$ cat config.mk
export PLATFORM = sky130hd
export DESIGN_NAME = fsp_top
export DESIGN_NICKNAME = d
export VERILOG_FILES = /design/src/logic/fsp_pkg.sv /design/src/logic/fsp_op_timer.sv /design/src/logic/fsp_page_buf.sv /design/src/logic/fsp_top.sv
export SDC_FILE = /design/constraint.sdc
export NUM_CORES = 1
export LEC_CHECK = 0
export BUFFER_PORTS_ARGS = -buffer_cell sky130_fd_sc_hd__buf_2
export CAP_MARGIN = 20
export CELL_PAD_IN_SITES_DETAIL_PLACEMENT = 1
export CELL_PAD_IN_SITES_GLOBAL_PLACEMENT = 1
export CORE_AREA = 8 8 234 236
export DETAILED_ROUTE_END_ITERATION = 7
export DIE_AREA = 0 0 242 244
export GPL_ROUTABILITY_DRIVEN = 0
export PLACE_DENSITY_LB_ADDON = 0.1
export SYNTH_ARGS = -nofsm -noshare
export SYNTH_HDL_FRONTEND = slang
export SYNTH_HIERARCHICAL = 1
export SYNTH_SLANG_ARGS = --single-unit
$ cat constraint.sdc
create_clock -name clk_sys_i -period 5 [get_ports clk_sys_i]
set_input_delay 0.5 -clock clk_sys_i [delete_from_list [all_inputs] [get_ports clk_sys_i]]
set_output_delay 0.5 -clock clk_sys_i [all_outputs]
set_load 0.05 [all_outputs]
$ cat src/logic/fsp_pkg.sv
package fsp_pkg;

	// ----------------------------------------
	// Register map (byte addresses)
	// ----------------------------------------
	localparam int ADDR_W = 4;
	localparam logic [ADDR_W-1:0] CTRL_OFS = 4'h0;
	localparam logic [ADDR_W-1:0] STAT_OFS = 4'h4;
	localparam logic [7:0] CTRL_RESET = 8'h00;

	// ----------------------------------------
	// Control register fields
	// ----------------------------------------
	localparam int CTL_IEN = 7;
	localparam int CTL_SBUSY = 6;
	localparam int CTL_SPE = 0;
	localparam int CMD_W = 5;
	localparam logic [CMD_W-1:0] CMD_NONE = 5'h00;
	localparam logic [CMD_W-1:0] CMD_LOAD = 5'h01;
	localparam logic [CMD_W-1:0] CMD_ERASE = 5'h03;
	localparam logic [CMD_W-1:0] CMD_WRITE = 5'h05;
	localparam logic [CMD_W-1:0] CMD_LOCK = 5'h09;
	localparam logic [CMD_W-1:0] CMD_REEN = 5'h11;

	// ----------------------------------------
	// Status register fields
	// ----------------------------------------
	localparam int ST_OP_BUSY = 0;
	localparam int ST_HALT = 1;
	localparam int ST_LOADED = 2;

	// ----------------------------------------
	// Instruction windows
	// ----------------------------------------
	localparam int WIN_W = 3;
	localparam logic [WIN_W-1:0] SPM_WINDOW = 3'h4;
	localparam logic [WIN_W-1:0] LPM_WINDOW = 3'h3;
	localparam logic [WIN_W-1:0] LPM_MIN_WIN = SPM_WINDOW - LPM_WINDOW + 3'h1;

	// ----------------------------------------
	// Pointer layout
	// ----------------------------------------
	localparam int Z_W = 16;
	localparam int WORD_LSB = 1;
	localparam int WORD_BITS = 5;
	localparam int PAGE_LSB = 6;
	localparam int PAGE_BITS = 7;
	localparam int RWW_PAGES = 96;
	localparam logic [Z_W-1:0] Z_FUSE_LOW = 16'h0000;
	localparam logic [Z_W-1:0] Z_LOCK = 16'h0001;
	localparam logic [Z_W-1:0] Z_FUSE_EXT = 16'h0002;
	localparam logic [Z_W-1:0] Z_FUSE_HIGH = 16'h0003;
	localparam logic [7:0] EXT_FUSE_MASK = 8'h0F;
	localparam logic [7:0] LOCK_BITS_MASK = 8'h3C;
	localparam logic [15:0] ERASED_WORD = 16'hFFFF;

	// ----------------------------------------
	// Operation timing
	// ----------------------------------------
	localparam int CLK_PERIOD_NS = 100;
	localparam int OP_MIN_NS = 3_700_000;
	localparam int OP_MAX_NS = 4_500_000;
	localparam int OP_MIN_CYCLES = (OP_MIN_NS + CLK_PERIOD_NS - 1) / CLK_PERIOD_NS;
	localparam int OP_MAX_CYCLES = OP_MAX_NS / CLK_PERIOD_NS;
	localparam int OP_CNT_W = 16;

	// ----------------------------------------
	// Types
	// ----------------------------------------
	typedef enum logic [2:0] {
		FSP_OP_NONE = 3'b000,
		FSP_OP_ERASE = 3'b001,
		FSP_OP_WRITE = 3'b010,
		FSP_OP_LOCK = 3'b100
	} fsp_op_t;

	typedef enum logic [1:0] {
		FSP_T_IDLE = 2'b01,
		FSP_T_RUN = 2'b10
	} fsp_tstate_t;

	typedef struct packed {
		fsp_tstate_t st;
		fsp_op_t kind;
		logic [7:0] arg;
		logic [OP_CNT_W-1:0] cnt;
		logic done;
	} fsp_timer_t;

	typedef struct packed {
		logic ien;
		logic [CMD_W-1:0] cmd;
		logic [WIN_W-1:0] win;
		logic sbusy;
		logic loaded;
		logic resp;
		logic [31:0] rdata;
		logic [7:0] lpm_data;
		logic lpm_take;
	} fsp_state_t;

endpackage

$ cat src/logic/fsp_op_timer.sv
`timescale 1ns/1ns
module fsp_op_timer #(
	parameter int CYCLES = fsp_pkg::OP_MIN_CYCLES
) (
	input wire logic clk_sys_i,
	input wire logic por_n_i,
	input wire logic start_i,
	input wire fsp_pkg::fsp_op_t kind_i,
	input wire logic [7:0] arg_i,
	output logic busy_o,
	output logic done_o,
	output fsp_pkg::fsp_op_t kind_o,
	output logic [7:0] arg_o
);
	import fsp_pkg::*;

	fsp_timer_t s_q;
	fsp_timer_t s_d;

	// ----------------------------------------
	// Oscillator-timed operation, survives system reset
	// ----------------------------------------
	always_comb begin
		s_d = s_q;
		s_d.done = 1'b0;
		case (s_q.st)
			FSP_T_IDLE: begin
				if (start_i) begin
					s_d.st = FSP_T_RUN;
					s_d.kind = kind_i;
					s_d.arg = arg_i;
					s_d.cnt = OP_CNT_W'(CYCLES - 1);
				end
			end
			FSP_T_RUN: begin
				if (s_q.cnt == '0) begin
					s_d.st = FSP_T_IDLE;
					// Kind stays so the done cycle still tells which operation ended
					s_d.done = 1'b1;
				end else begin
					s_d.cnt = s_q.cnt - 1'b1;
				end
			end
			default: begin
				s_d.st = FSP_T_IDLE;
			end
		endcase
	end

	always_ff @(posedge clk_sys_i or negedge por_n_i) begin
		if (!por_n_i) begin
			s_q <= '{st: FSP_T_IDLE, kind: FSP_OP_NONE, arg: '0, cnt: '0, done: 1'b0};
		end else begin
			s_q <= s_d;
		end
	end

	assign busy_o = (s_q.st == FSP_T_RUN);
	assign done_o = s_q.done;
	assign kind_o = s_q.kind;
	assign arg_o = s_q.arg;

endmodule

$ cat src/logic/fsp_page_buf.sv
`timescale 1ns/1ns
module fsp_page_buf #(
	parameter int AW = fsp_pkg::WORD_BITS,
	parameter int DW = 16
) (
	input wire logic clk_sys_i,
	input wire logic rst_n_i,
	input wire logic clr_i,
	input wire logic wr_i,
	input wire logic [AW-1:0] wr_addr_i,
	input wire logic [DW-1:0] wr_data_i,
	input wire logic [AW-1:0] rd_addr_i,
	output logic [DW-1:0] rd_data_o
);
	import fsp_pkg::*;

	localparam int WORDS = 1 << AW;

	logic [DW-1:0] mem_q [WORDS];
	logic [WORDS-1:0] valid_q;

	// ----------------------------------------
	// Valid bits: cleared word reads as erased
	// ----------------------------------------
	always_ff @(posedge clk_sys_i or negedge rst_n_i) begin
		if (!rst_n_i) begin
			valid_q <= '0;
		end else if (clr_i) begin
			valid_q <= '0;
		end else if (wr_i) begin
			valid_q[wr_addr_i] <= 1'b1;
		end
	end

	always_ff @(posedge clk_sys_i) begin
		if (wr_i && !clr_i) begin
			mem_q[wr_addr_i] <= wr_data_i;
		end
	end

	always_ff @(posedge clk_sys_i or negedge rst_n_i) begin
		if (!rst_n_i) begin
			rd_data_o <= DW'(ERASED_WORD);
		end else begin
			rd_data_o <= valid_q[rd_addr_i] ? mem_q[rd_addr_i] : DW'(ERASED_WORD);
		end
	end

endmodule

$ cat src/logic/fsp_top.sv
`timescale 1ns/1ns
//Behaviour
//Load code then store within four cycles writes data word into buffer slot.
//Buffer clears after page write, on re-enable write, and on reset.
//Software writes each buffer slot at most once between clears.
//EEPROM write during buffer loading discards all loaded words.
//Write code then store programs buffer into selected page.
//Software sets only page field in pointer for page write.
//Low-section write keeps boot section readable; boot-section write halts CPU.
//Ready interrupt stays asserted while enabled and self-program enable clear.
//Erase or write blocks low section; busy flag stays set meanwhile.
//Software writes re-enable after programming before reading low section.
//Lock code then store updates boot lock bits from data byte.
//Zero bits 5..2 of lock byte program lock bits; pointer ignored.
//Software should use pointer 0x0001 and ones in bits 7,6,1,0.
//Lock programming blocks neither section.
//Pending EEPROM write refuses commands and fuse or lock reads.
//Software should check EEPROM pending flag before writing control.
//Lock code then load within three cycles at 0x0001 returns lock bits.
//Enable bits clear on read done or missed load or store window.
//Load at 0x0000, 0x0003, 0x0002 returns low, high, extended fuse.
//Programmed fuse and lock bits read zero, unprogrammed read one.
//Flash write already running completes despite system reset.
//Erase, write and lock operations last 3.7 ms to 4.5 ms.
//Control writes with invalid low five bits have no effect; the code still writes IEN from bit 7.
//Self-program enable stays set until erase or write completes.
//Erase code then store erases the selected page.
module fsp_top #(
	parameter int OP_CYCLES = fsp_pkg::OP_MIN_CYCLES,
	parameter int RWW_PAGES = fsp_pkg::RWW_PAGES
) (
	input wire logic clk_sys_i,
	input wire logic rst_n_i,
	input wire logic por_n_i,
	input wire logic [fsp_pkg::ADDR_W-1:0] avs_address_i,
	input wire logic avs_read_i,
	input wire logic avs_write_i,
	input wire logic [31:0] avs_writedata_i,
	input wire logic [3:0] avs_byteenable_i,
	output logic [31:0] avs_readdata_o,
	output logic avs_waitrequest_o,
	input wire logic spm_i,
	input wire logic lpm_i,
	input wire logic [fsp_pkg::Z_W-1:0] z_ptr_i,
	input wire logic [15:0] r_data_i,
	output logic lpm_take_o,
	output logic [7:0] lpm_data_o,
	input wire logic eeprom_write_pending_i,
	input wire logic [7:0] low_fuse_prog_i,
	input wire logic [7:0] high_fuse_prog_i,
	input wire logic [7:0] extended_fuse_prog_i,
	input wire logic [7:0] lock_prog_i,
	output logic spm_ready_irq_o,
	output logic rww_read_block_o,
	output logic cpu_halt_o,
	output logic flash_erase_o,
	output logic flash_write_o,
	output logic lock_write_o,
	output logic [fsp_pkg::PAGE_BITS-1:0] flash_page_o,
	output logic [7:0] lock_set_mask_o,
	input wire logic [fsp_pkg::WORD_BITS-1:0] buf_rd_addr_i,
	output logic [15:0] buf_rd_data_o
);
	import fsp_pkg::*;

	fsp_state_t s_q;
	fsp_state_t s_d;

	logic op_busy;
	logic op_done;
	fsp_op_t op_kind;
	logic [7:0] op_arg;
	logic op_start;
	fsp_op_t start_kind;
	logic [7:0] start_arg;
	logic buf_clr;
	logic buf_wr;
	logic spe_vis;
	logic no_read_during_write_section_target;
	logic rww_op;

	// ----------------------------------------
	// Helpers
	// ----------------------------------------
	function automatic logic cmd_valid(input logic [CMD_W-1:0] c);
		cmd_valid = (c == CMD_LOAD) || (c == CMD_ERASE) || (c == CMD_WRITE) ||
			(c == CMD_LOCK) || (c == CMD_REEN);
	endfunction

	assign spe_vis = (s_q.cmd[CTL_SPE] | op_busy);
	assign no_read_during_write_section_target = (32'(op_arg[PAGE_BITS-1:0]) >= RWW_PAGES);
	// Erase or write running on the low section, also across a system reset
	assign rww_op = op_busy & (op_kind != FSP_OP_LOCK) & ~no_read_during_write_section_target;

	// ----------------------------------------
	// Sequencer and register slave
	// ----------------------------------------
	always_comb begin
		logic req;
		logic wr_take;
		logic rd_take;
		logic spm_ok;
		logic lpm_ok;
		logic [7:0] wbyte;
		req = avs_read_i | avs_write_i;
		wr_take = avs_write_i & s_q.resp;
		rd_take = avs_read_i & ~s_q.resp;
		wbyte = avs_writedata_i[7:0];
		spm_ok = spm_i & (s_q.win != '0) & ~eeprom_write_pending_i;
		lpm_ok = lpm_i & (s_q.win >= LPM_MIN_WIN);
		s_d = s_q;
		op_start = 1'b0;
		start_kind = FSP_OP_NONE;
		start_arg = '0;
		buf_clr = 1'b0;
		buf_wr = 1'b0;
		s_d.lpm_take = 1'b0;
		s_d.resp = req & ~s_q.resp;

		// Window countdown, missed store or load drops the command
		if (s_q.win != '0) begin
			s_d.win = s_q.win - 1'b1;
			if (s_q.win == 3'h1) begin
				s_d.cmd = CMD_NONE;
			end
		end

		// Store instruction inside the window
		if (spm_ok) begin
			s_d.win = '0;
			case (s_q.cmd)
				CMD_LOAD: begin
					buf_wr = 1'b1;
					s_d.loaded = 1'b1;
					s_d.sbusy = 1'b0;
					s_d.cmd = CMD_NONE;
				end
				CMD_REEN: begin
					s_d.sbusy = 1'b0;
					s_d.cmd = CMD_NONE;
				end
				CMD_ERASE: begin
					op_start = 1'b1;
					s_d.cmd = s_q.cmd;
					start_kind = FSP_OP_ERASE;
					start_arg = 8'(z_ptr_i[PAGE_LSB +: PAGE_BITS]);
				end
				CMD_WRITE: begin
					op_start = 1'b1;
					s_d.cmd = s_q.cmd;
					start_kind = FSP_OP_WRITE;
					start_arg = 8'(z_ptr_i[PAGE_LSB +: PAGE_BITS]);
				end
				CMD_LOCK: begin
					op_start = 1'b1;
					s_d.cmd = s_q.cmd;
					start_kind = FSP_OP_LOCK;
					start_arg = ~r_data_i[7:0] & LOCK_BITS_MASK;
				end
				default: begin
					s_d.cmd = CMD_NONE;
				end
			endcase
		end

		// Low-section erase and write block the low section, lock does not
		if (op_start && start_kind != FSP_OP_LOCK &&
			32'(start_arg[PAGE_BITS-1:0]) < RWW_PAGES) begin
			s_d.sbusy = 1'b1;
		end

		// Flag held set while a low-section operation runs, also after a system reset
		if (rww_op) begin
			s_d.sbusy = 1'b1;
		end

		// Load instruction reads fuse or lock bytes
		if (lpm_ok && s_q.cmd == CMD_LOCK && !spm_ok) begin
			s_d.cmd = CMD_NONE;
			s_d.win = '0;
			if (!eeprom_write_pending_i) begin
				s_d.lpm_take = 1'b1;
				case (z_ptr_i)
					Z_FUSE_LOW: s_d.lpm_data = ~low_fuse_prog_i;
					Z_LOCK: s_d.lpm_data = ~lock_prog_i;
					Z_FUSE_EXT: s_d.lpm_data = ~(extended_fuse_prog_i & EXT_FUSE_MASK);
					Z_FUSE_HIGH: s_d.lpm_data = ~high_fuse_prog_i;
					default: s_d.lpm_take = 1'b0;
				endcase
			end
		end

		// Operation end
		if (op_done) begin
			s_d.cmd = CMD_NONE;
			if (op_kind == FSP_OP_WRITE) begin
				buf_clr = 1'b1;
			end
		end

		// Control register write
		if (wr_take && avs_byteenable_i[0] && avs_address_i == CTRL_OFS) begin
			s_d.ien = wbyte[CTL_IEN];
			if (cmd_valid(wbyte[CMD_W-1:0]) && !op_busy && !eeprom_write_pending_i) begin
				s_d.cmd = wbyte[CMD_W-1:0];
				s_d.win = SPM_WINDOW;
				if (wbyte[CMD_W-1:0] == CMD_REEN) begin
					buf_clr = 1'b1;
				end
			end
		end

		// EEPROM write in the middle of loading
		if (eeprom_write_pending_i && s_q.loaded) begin
			buf_clr = 1'b1;
		end
		if (buf_clr) begin
			s_d.loaded = 1'b0;
			buf_wr = 1'b0;
		end

		// Read data
		if (rd_take) begin
			case (avs_address_i)
				CTRL_OFS: begin
					s_d.rdata = '0;
					s_d.rdata[CTL_IEN] = s_q.ien;
					s_d.rdata[CTL_SBUSY] = s_q.sbusy | rww_op;
					s_d.rdata[CMD_W-1:1] = s_q.cmd[CMD_W-1:1];
					s_d.rdata[CTL_SPE] = spe_vis;
				end
				STAT_OFS: begin
					s_d.rdata = '0;
					s_d.rdata[ST_LOADED] = s_q.loaded;
					s_d.rdata[ST_HALT] = cpu_halt_o;
					s_d.rdata[ST_OP_BUSY] = op_busy;
				end
				default: begin
					s_d.rdata = '0;
				end
			endcase
		end
	end

	always_ff @(posedge clk_sys_i or negedge rst_n_i) begin
		if (!rst_n_i) begin
			s_q <= '{ien: CTRL_RESET[CTL_IEN], cmd: CMD_NONE, win: '0, sbusy: CTRL_RESET[CTL_SBUSY],
				loaded: 1'b0, resp: 1'b0, rdata: '0, lpm_data: '0, lpm_take: 1'b0};
		end else begin
			s_q <= s_d;
		end
	end

	// ----------------------------------------
	// Submodules
	// ----------------------------------------
	fsp_op_timer #(
		.CYCLES(OP_CYCLES)
	) u_timer (
		.clk_sys_i(clk_sys_i),
		.por_n_i(por_n_i),
		.start_i(op_start),
		.kind_i(start_kind),
		.arg_i(start_arg),
		.busy_o(op_busy),
		.done_o(op_done),
		.kind_o(op_kind),
		.arg_o(op_arg)
	);

	fsp_page_buf #(
		.AW(WORD_BITS),
		.DW(16)
	) u_buf (
		.clk_sys_i(clk_sys_i),
		.rst_n_i(rst_n_i),
		.clr_i(buf_clr),
		.wr_i(buf_wr),
		.wr_addr_i(z_ptr_i[WORD_LSB +: WORD_BITS]),
		.wr_data_i(r_data_i),
		.rd_addr_i(buf_rd_addr_i),
		.rd_data_o(buf_rd_data_o)
	);

	// ----------------------------------------
	// Outputs
	// ----------------------------------------
	assign avs_waitrequest_o = (avs_read_i | avs_write_i) & ~s_q.resp;
	assign avs_readdata_o = s_q.rdata;
	assign lpm_take_o = s_q.lpm_take;
	assign lpm_data_o = s_q.lpm_data;
	assign spm_ready_irq_o = s_q.ien & ~spe_vis;
	assign rww_read_block_o = s_q.sbusy | rww_op;
	assign cpu_halt_o = op_busy & (op_kind != FSP_OP_LOCK) & no_read_during_write_section_target;
	assign flash_erase_o = op_busy & (op_kind == FSP_OP_ERASE);
	assign flash_write_o = op_busy & (op_kind == FSP_OP_WRITE);
	assign lock_write_o = op_busy & (op_kind == FSP_OP_LOCK);
	assign flash_page_o = op_arg[PAGE_BITS-1:0];
	assign lock_set_mask_o = op_arg;

endmodule

==> After elaboration in Yosys (flattened, before gate mapping) <==
Memory sizes are Yosys's and may differ from the RTL's.
Cells that the tools add are included.
{ "classes": {"n_addsub": 2, "mul": 0, "div_mod_pow": 0, "magnitude_cmp": 6, "n_eq_ne": 25, "n_shift": 0, "mux": 49, "n_bitwise": 26, "n_reduce_logical": 40} }
{ "ops": {"columns": ["operator", "n"], "rows": [
  ["$mux 32", 2],
  ["$eq 16x2->1 const B", 2],
  ["$logic_not 16->1", 2],
  ["$mux 16", 2],
  ["$mux 8", 4],
  ["$or 32x32->32", 1],
  ["$pmux 16 s2", 1],
  ["$pmux 8 s4", 1],
  ["$mux 29", 1],
  ["$mux 1", 25],
  ["$not 8->8", 3],
  ["$eq 16x1->1 const B", 1],
  ["$pmux 8 s2", 1],
  ["$sub 16x1->16 const B", 1],
  ["$mux 5", 3],
  ["$pmux 7 s2", 1],
  ["$and 1x1->1", 13],
  ["$lt 5x6->1 const B", 2],
  ["$logic_and 1x1->1", 11],
  ["$eq 5x1->1 const B", 2],
  ["$eq 5x2->1 const B", 2],
  ["$eq 5x3->1 const B", 2],
  ["$eq 5x4->1 const B", 2],
  ["$eq 5x5->1 const B", 2],
  ["37 further kinds", 61]
]} }
{ "totals": {"ff_bits": 131, "latchBits": 0, "ramBits": 512, "mem_bits_ro": 0, "input_bits": 117, "out_inout_bits": 79, "mem_count": 1} }
{ "mem_list": {"columns": ["memory", "depth", "word_bits", "rd", "rd_clocked_by_memory_dff", "write_ports", "line_no", "text"], "rows": [
  ["u_buf.mem_q", 32, 16, 1, 0, 1, "fsp_page_buf.sv:19", "logic [DW-1:0] mem_q [WORDS];"]
]} }

==> Logic depth before layout (Yosys ltp) <==
{ "depth": {"ltp_word": 14, "ltp_mapped": 12, "depth_no_buf": 10} }

==> Modules after synthesis <==
The synthesis kept the hierarchy.
{ "by_module_without_submodules": {"columns": ["mod", "instances", "cells_per_inst", "area_per_inst_um2"], "rows": [
  ["fsp_page_buf", 1, 1143, 21981.1],
  ["fsp_top", 1, 254, 2282.2],
  ["fsp_op_timer", 1, 164, 1501.4]
]} }

==> Least setup slack after synthesis <==
Ideal clock, no wire load.
{ "synth_timing": {"kind": "reg-to-reg", "startpoint": "register s_q[45] in the netlist's numbering", "endpoint": "memory u_buf.mem_q[28][0], enable pin", "arrival_time_ns": 3.314, "path_slack_ns": 1.297, "path_stages_with_launch": 12, "path_cell_list": "dfrtp_1 > inv_1 > ha_1 > nor2b_1 > or3_1 > or4_1 > a211oi_1 > nand2b_1 > or3_1 > clkbuf_1 > clkbuf_1 > nor2_1"} }
{ "synth_between": {"elab_chain_cells": 8} }
{ "synth_rtl": {"columns": ["element", "line_no", "text"], "rows": [
  ["start, declared", "fsp_top.sv:66", "fsp_state_t s_q;"],
  ["start signal, assigned", "fsp_top.sv:247", "s_q <= '{ien: CTRL_RESET[CTL_IEN], cmd: CMD_NONE, win: '0, sbusy: CTRL_RESET[CTL_SBUSY],"],
  ["$reduce_bool 3->1", "fsp_top.sv:109", "spm_ok = spm_i & (s_q.win != '0) & ~eeprom_write_pending_i;"],
  ["$and 1x1->1 (2 in a row)", "fsp_top.sv:109", null],
  ["$mux 1", "fsp_top.sv:129", "if (spm_ok) begin"],
  ["$mux 1", "fsp_top.sv:217", "if (buf_clr) begin"],
  ["net buf_wr", "fsp_top.sv:77", "logic buf_wr;"],
  ["$logic_and 1x1->1", "fsp_page_buf.sv:36", "if (wr_i && !clr_i) begin"],
  ["$mux 1", "fsp_page_buf.sv:36", null],
  ["$mux 1 (not written as such)", "fsp_page_buf.sv:37", "mem_q[wr_addr_i] <= wr_data_i;"],
  ["end, declared", "fsp_page_buf.sv:19", null]
]} }
The timed path passes the listed nets, and every way through them passes these cells.

==> Final worst setup path <==
{ "layout_timing": {"startpoint": "register s_q[45] in the netlist's numbering", "endpoint": "memory u_buf.mem_q[23][15], enable pin"} }
The elaborated chain is that of the path after synthesis.

==> flow_results.org <==
** Clock tree
- Once the clock tree was built, the resizer swapped 0 gates to a different size.
- Number of hold buffers added after CTS :: 2
- Clock tree from TritonCTS :: yes
- The cell sitting at the root of the clock tree is a clkbuf_16.
- The clock reaches the later pin of the worst-skew pair after approximately 0.59 ns.
- Clock-pin slew on the worst setup and hold paths :: approximately 0.06 ns
- Buffer levels on the longest clock path :: 3
- Once the clock tree was built, the setup fixing pass inserted 0 buffers.
- The H-tree generated during clock tree synthesis spans 3 levels.
- Clock tree synthesis inserted a total of 66 buffers.
- Clock tree synthesis found a total of roughly 620 sinks.

** Worst setup path
- The worst setup path is captured at a flip-flop.
- Critical Path Start Type :: flip-flop
- Along the worst path, the maximum fanout reaches 16.
- Critical path class :: reg2reg
- Cell breakdown of the critical path :: inv_1, ha_1, nor2b_1, or3_1, or4_1, a211oi_1, nor2b_1, nand3_1, nor2_2
- Data required time of the worst path :: around 5.2 ns
- The cell that appears most often on the critical path is nor2b_1.
- Setup slack on the worst reg-to-reg path comes out at 0.89 ns.
- The largest individual stage delay along the critical path comes from the cell nor2_2.
- Number of buffers and inverters on the critical path :: 1
- Dominant delay contributor by cell family on the critical path :: simple AND/OR/NAND/NOR gates
- Data arrival time at the worst-slack endpoint :: between 4 and 5 ns
- In this design, the stage delay of the slowest critical-path cell is a little over 0.9 ns.

** Timing
- Total count of max-transition violations in the final report :: 0
- Adding up every negative setup slack in the final design gives 0 ns.
- Timing would allow up to roughly 240 MHz.
- Worst Setup Slack, final :: 0.885 ns
- On the final layout, the worst clock skew is around 0.026 ns.
- Final setup vio count :: 0
- The worst pin sits at a relative slew slack of about a third.
- RSZ-0062 raised after global routing :: false
- The number of hold violations in the final report came to 0.
- Worst-Margin Slew :: 0.991 ns
- Shortest period the worst path allows :: ~4.1 ns
- Final period util :: 82.3%

** Synth
- After synthesis, the largest family of logic cells by area is multiplexers.
- Of the synthesized area, sequential elements account for a little over two thirds.
- Post-synthesis area per instance :: about 17 µm²
- Counting flops and latches in the post-synthesis netlist gives between 600 and 700.
- Netlist area before placement :: roughly 0.026 mm²
- Of the post-synthesis cell area, the dominant cell type holds between 50% and 60%.
- For this run, the leading register cell type out of synthesis is edfxtp_1.
- During synthesis, Yosys emitted a total of 6 warnings.
- Arithmetic-cell share of the synthesized area counting full adders, half adders and majority gates :: 0.243%
- Number of enable-type register cells in the synthesized netlist :: 512
- Share of the synthesized area in compound gates (AO/OA/AOI/OAI) :: under 10%
- Area fraction in and, or, nand and nor cells after synthesis :: around 4.6%
- The biggest area contributor in the post-synthesis netlist is edfxtp_1.
- Synthesis instantiated 73 different standard cells from the library.
- The portion of synthesized area spent on multiplexers is 12.0%.
- Proportion of register bits with asynchronous set or reset after synthesis :: between 10% and 20%
- Ranked by total cell area, the synthesized netlist is headed by edfxtp_1 (60%), dfrtp_1 (8.6%), mux2i_1 (6.1%).
- After Yosys synthesis, XOR and XNOR cells account for less than 1% of the synthesized area.
- Synthesized instance count :: 1561

** Cells and area
- Compared with the post-synthesis result, the final layout area differs by 12.7%.
- The net count of the finished layout is 1831.
- Fraction of layout cells with a size suffix above 1 :: roughly a quarter

** Place
- Detailed placer's ending HPWL :: 42.0 mm
- Worst slack, placed :: 0.909 ns
- Number of I/O port buffers :: 137

** Detailed routing
- In this run the remaining antenna-violating nets after routing total 0.
- Total detailed-routing wirelength :: between 60 and 70 mm
- Drt initial violations :: slightly below 1000
- Number of remaining DRC errors :: 0
- The detailed router placed approximately 15000 vias in this run.
- DR pass1 iterations :: 5
- Detailed-route vias per instance :: ~6
- Dividing the detail-routed wire length by the instance count gives 26.9 µm.

** Floorplanning
- For this configuration, the core starts out at a cell density of about half.
- Count of pins on the block boundary :: between 150 and 200
- The floorplan has 83 rows.
- In this run the standard cell core region covers slightly above 0.05 mm².
- The floorplan step set the die height to 244 µm.
- Die Outline Area :: between 0.05 and 0.06 mm²
- DIE WIDTH :: ~240 µm

** Pwr
- For this design the ratio of total power to cell area is 385 mW/mm².
- Lkg Pwr :: 10.3 nW
- Worst VDD drop :: roughly 270 µV

** Status
- The run finished with clean final reports.

** Global route
- Grt total ovfl :: 0
- The initial antenna violation count was 2.
- Entering global routing, the biggest net connects ~60 pins.
- First-pass GRT wire length :: a little under 100 mm
- Global routing consumed, over all layers together, ~22% of the routing resources.
- Vias in the first global route :: about 16000

** Min path
- Hold WC Path Type :: in2reg

** Flow run
- Max-capacitance violation count :: 0
==> cells by family after synthesis <==
family,Yosys count
flip-flops,618
AND/OR/NAND/NOR,223
AO/OA/AOI/OAI,282
multiplexers,229
adder cells (fa/ha/maj),5
XOR/XNOR,2
buffers and inverters,201
other,1
==> synthesized netlist by cell type, types with 5 or more instances <==
| library cell | number |
|---|---|
| o21ai_1 | 28 |
| nor3_1 | 10 |
| o31ai_1 | 9 |
| inv_1 | 54 |
| a22oi_1 | 5 |
| a21oi_1 | 15 |
| o21ai_0 | 20 |
| nand3_1 | 7 |
| dfrtp_1 | 89 |
| o211ai_1 | 23 |
| or3b_2 | 5 |
| nand2_1 | 62 |
| a22o_1 | 17 |
| nand2b_1 | 7 |
| o311ai_0 | 13 |
| clkbuf_1 | 42 |
| nand3b_1 | 6 |
| o21a_1 | 17 |
| or2_2 | 5 |
| mux2i_1 | 158 |
| buf_4 | 63 |
| a221oi_2 | 10 |
| or4_1 | 5 |
| nand4_1 | 7 |
| mux2_2 | 7 |
| dfstp_2 | 17 |
| a221oi_1 | 55 |
| nor2_1 | 61 |
| ha_1 | 5 |
| o22ai_1 | 36 |
| edfxtp_1 | 512 |
| buf_6 | 24 |
| mux4_2 | 64 |
| nor4_1 | 7 |
| or3_1 | 6 |
| buf_2 | 12 |
| and3_1 | 5 |
==> flip-flops by register name, summed over array words and instances, names as in the netlist <==
signal and count:
u_buf/mem_q 512, u_buf/valid_q 32, u_timer/s_q 18, u_buf/rd_data_o 16
s_q 12, lpm_data_o 8, u_timer/arg_o 8, avs_readdata_o 7
u_timer/kind_o 3, lpm_take_o 1, u_timer/done_o 1
==> layout by cell type (no fill, tap or decap), types with 20 or more instances in the layout <==
cell type | netlist | layout
edfxtp_1 | 512 | 512
mux2i_1 | 158 | 158
buf_2 | 12 | 134
dfrtp_1 | 89 | 89
clkbuf_16 | 0 | 69
mux4_2 | 64 | 64
nand2_1 | 62 | 62
buf_4 | 63 | 62
a221oi_1 | 55 | 55
inv_1 | 54 | 54
nor2_1 | 61 | 39
o22ai_1 | 36 | 36
o21ai_1 | 28 | 28
conb_1 | 1 | 26
o211ai_1 | 23 | 23
nor2_2 | 0 | 22
o21ai_0 | 20 | 20
clkbuf_1 | 42 | 20
==> metrics by stage <==
step	utilization (%)	hold WS, ns	instance area (µm²)	instances	power [mW]
floorplan	-	0.204	25900	1586	6.33
global placement	53.0	0.433	26900	2319	6.60
detailed placement	53.0	0.445	26900	2319	6.63
CTS	57.0	0.113	29000	2441	11.3
global route	57.0	0.148	29000	2442	11.5
finish	57.0	0.147	29000	2443	11.2
==> per-layer routing <==
metal  vias up  routed length [µm]  GRT usage (%)
met1      7659               28500           30.6
met5         -                   0              0
met2       533               30400           34.1
met4         0                2400           9.24
li1       6415                   -              -
met3       111                4500           4.58
==> final timing paths <==
path / cells after the start / startpoint / end
max: 9 / s_q[45] / u_buf/mem_q[23][15]
min: 2 / avs_writedata_i[7] / s_q[52]
max reg2reg: 9 / s_q[45] / u_buf/mem_q[23][15]
min reg2reg: 1 / s_q[41] / s_q[41]
max in group asynchronous: 3 / rst_n_i / u_buf/valid_q[9]
min in group asynchronous: 2 / rst_n_i / lpm_data_o[4]
==> where the power goes <==
part / internal [mW] / switching, mW
sequential: 5.65 / 0.0349
clock: 2.70 / 1.94
combinational: 0.261 / 0.580
total: 8.61 / 2.55
==> final cells by class <==
type / count / area, µm²
Fill cell: 4728 / 21900
Sequential cell: 618 / 18000
Multi-Input combinational cell: 767 / 6650
Clock buffer: 93 / 1860
Timing Repair Buffer: 201 / 1210
Tap cell: 680 / 851
Inverter: 55 / 206
Clock inverter: 27 / 199
Antenna cell: 2 / 5.00
Note: power is estimated with default switching activity, not from simulation.
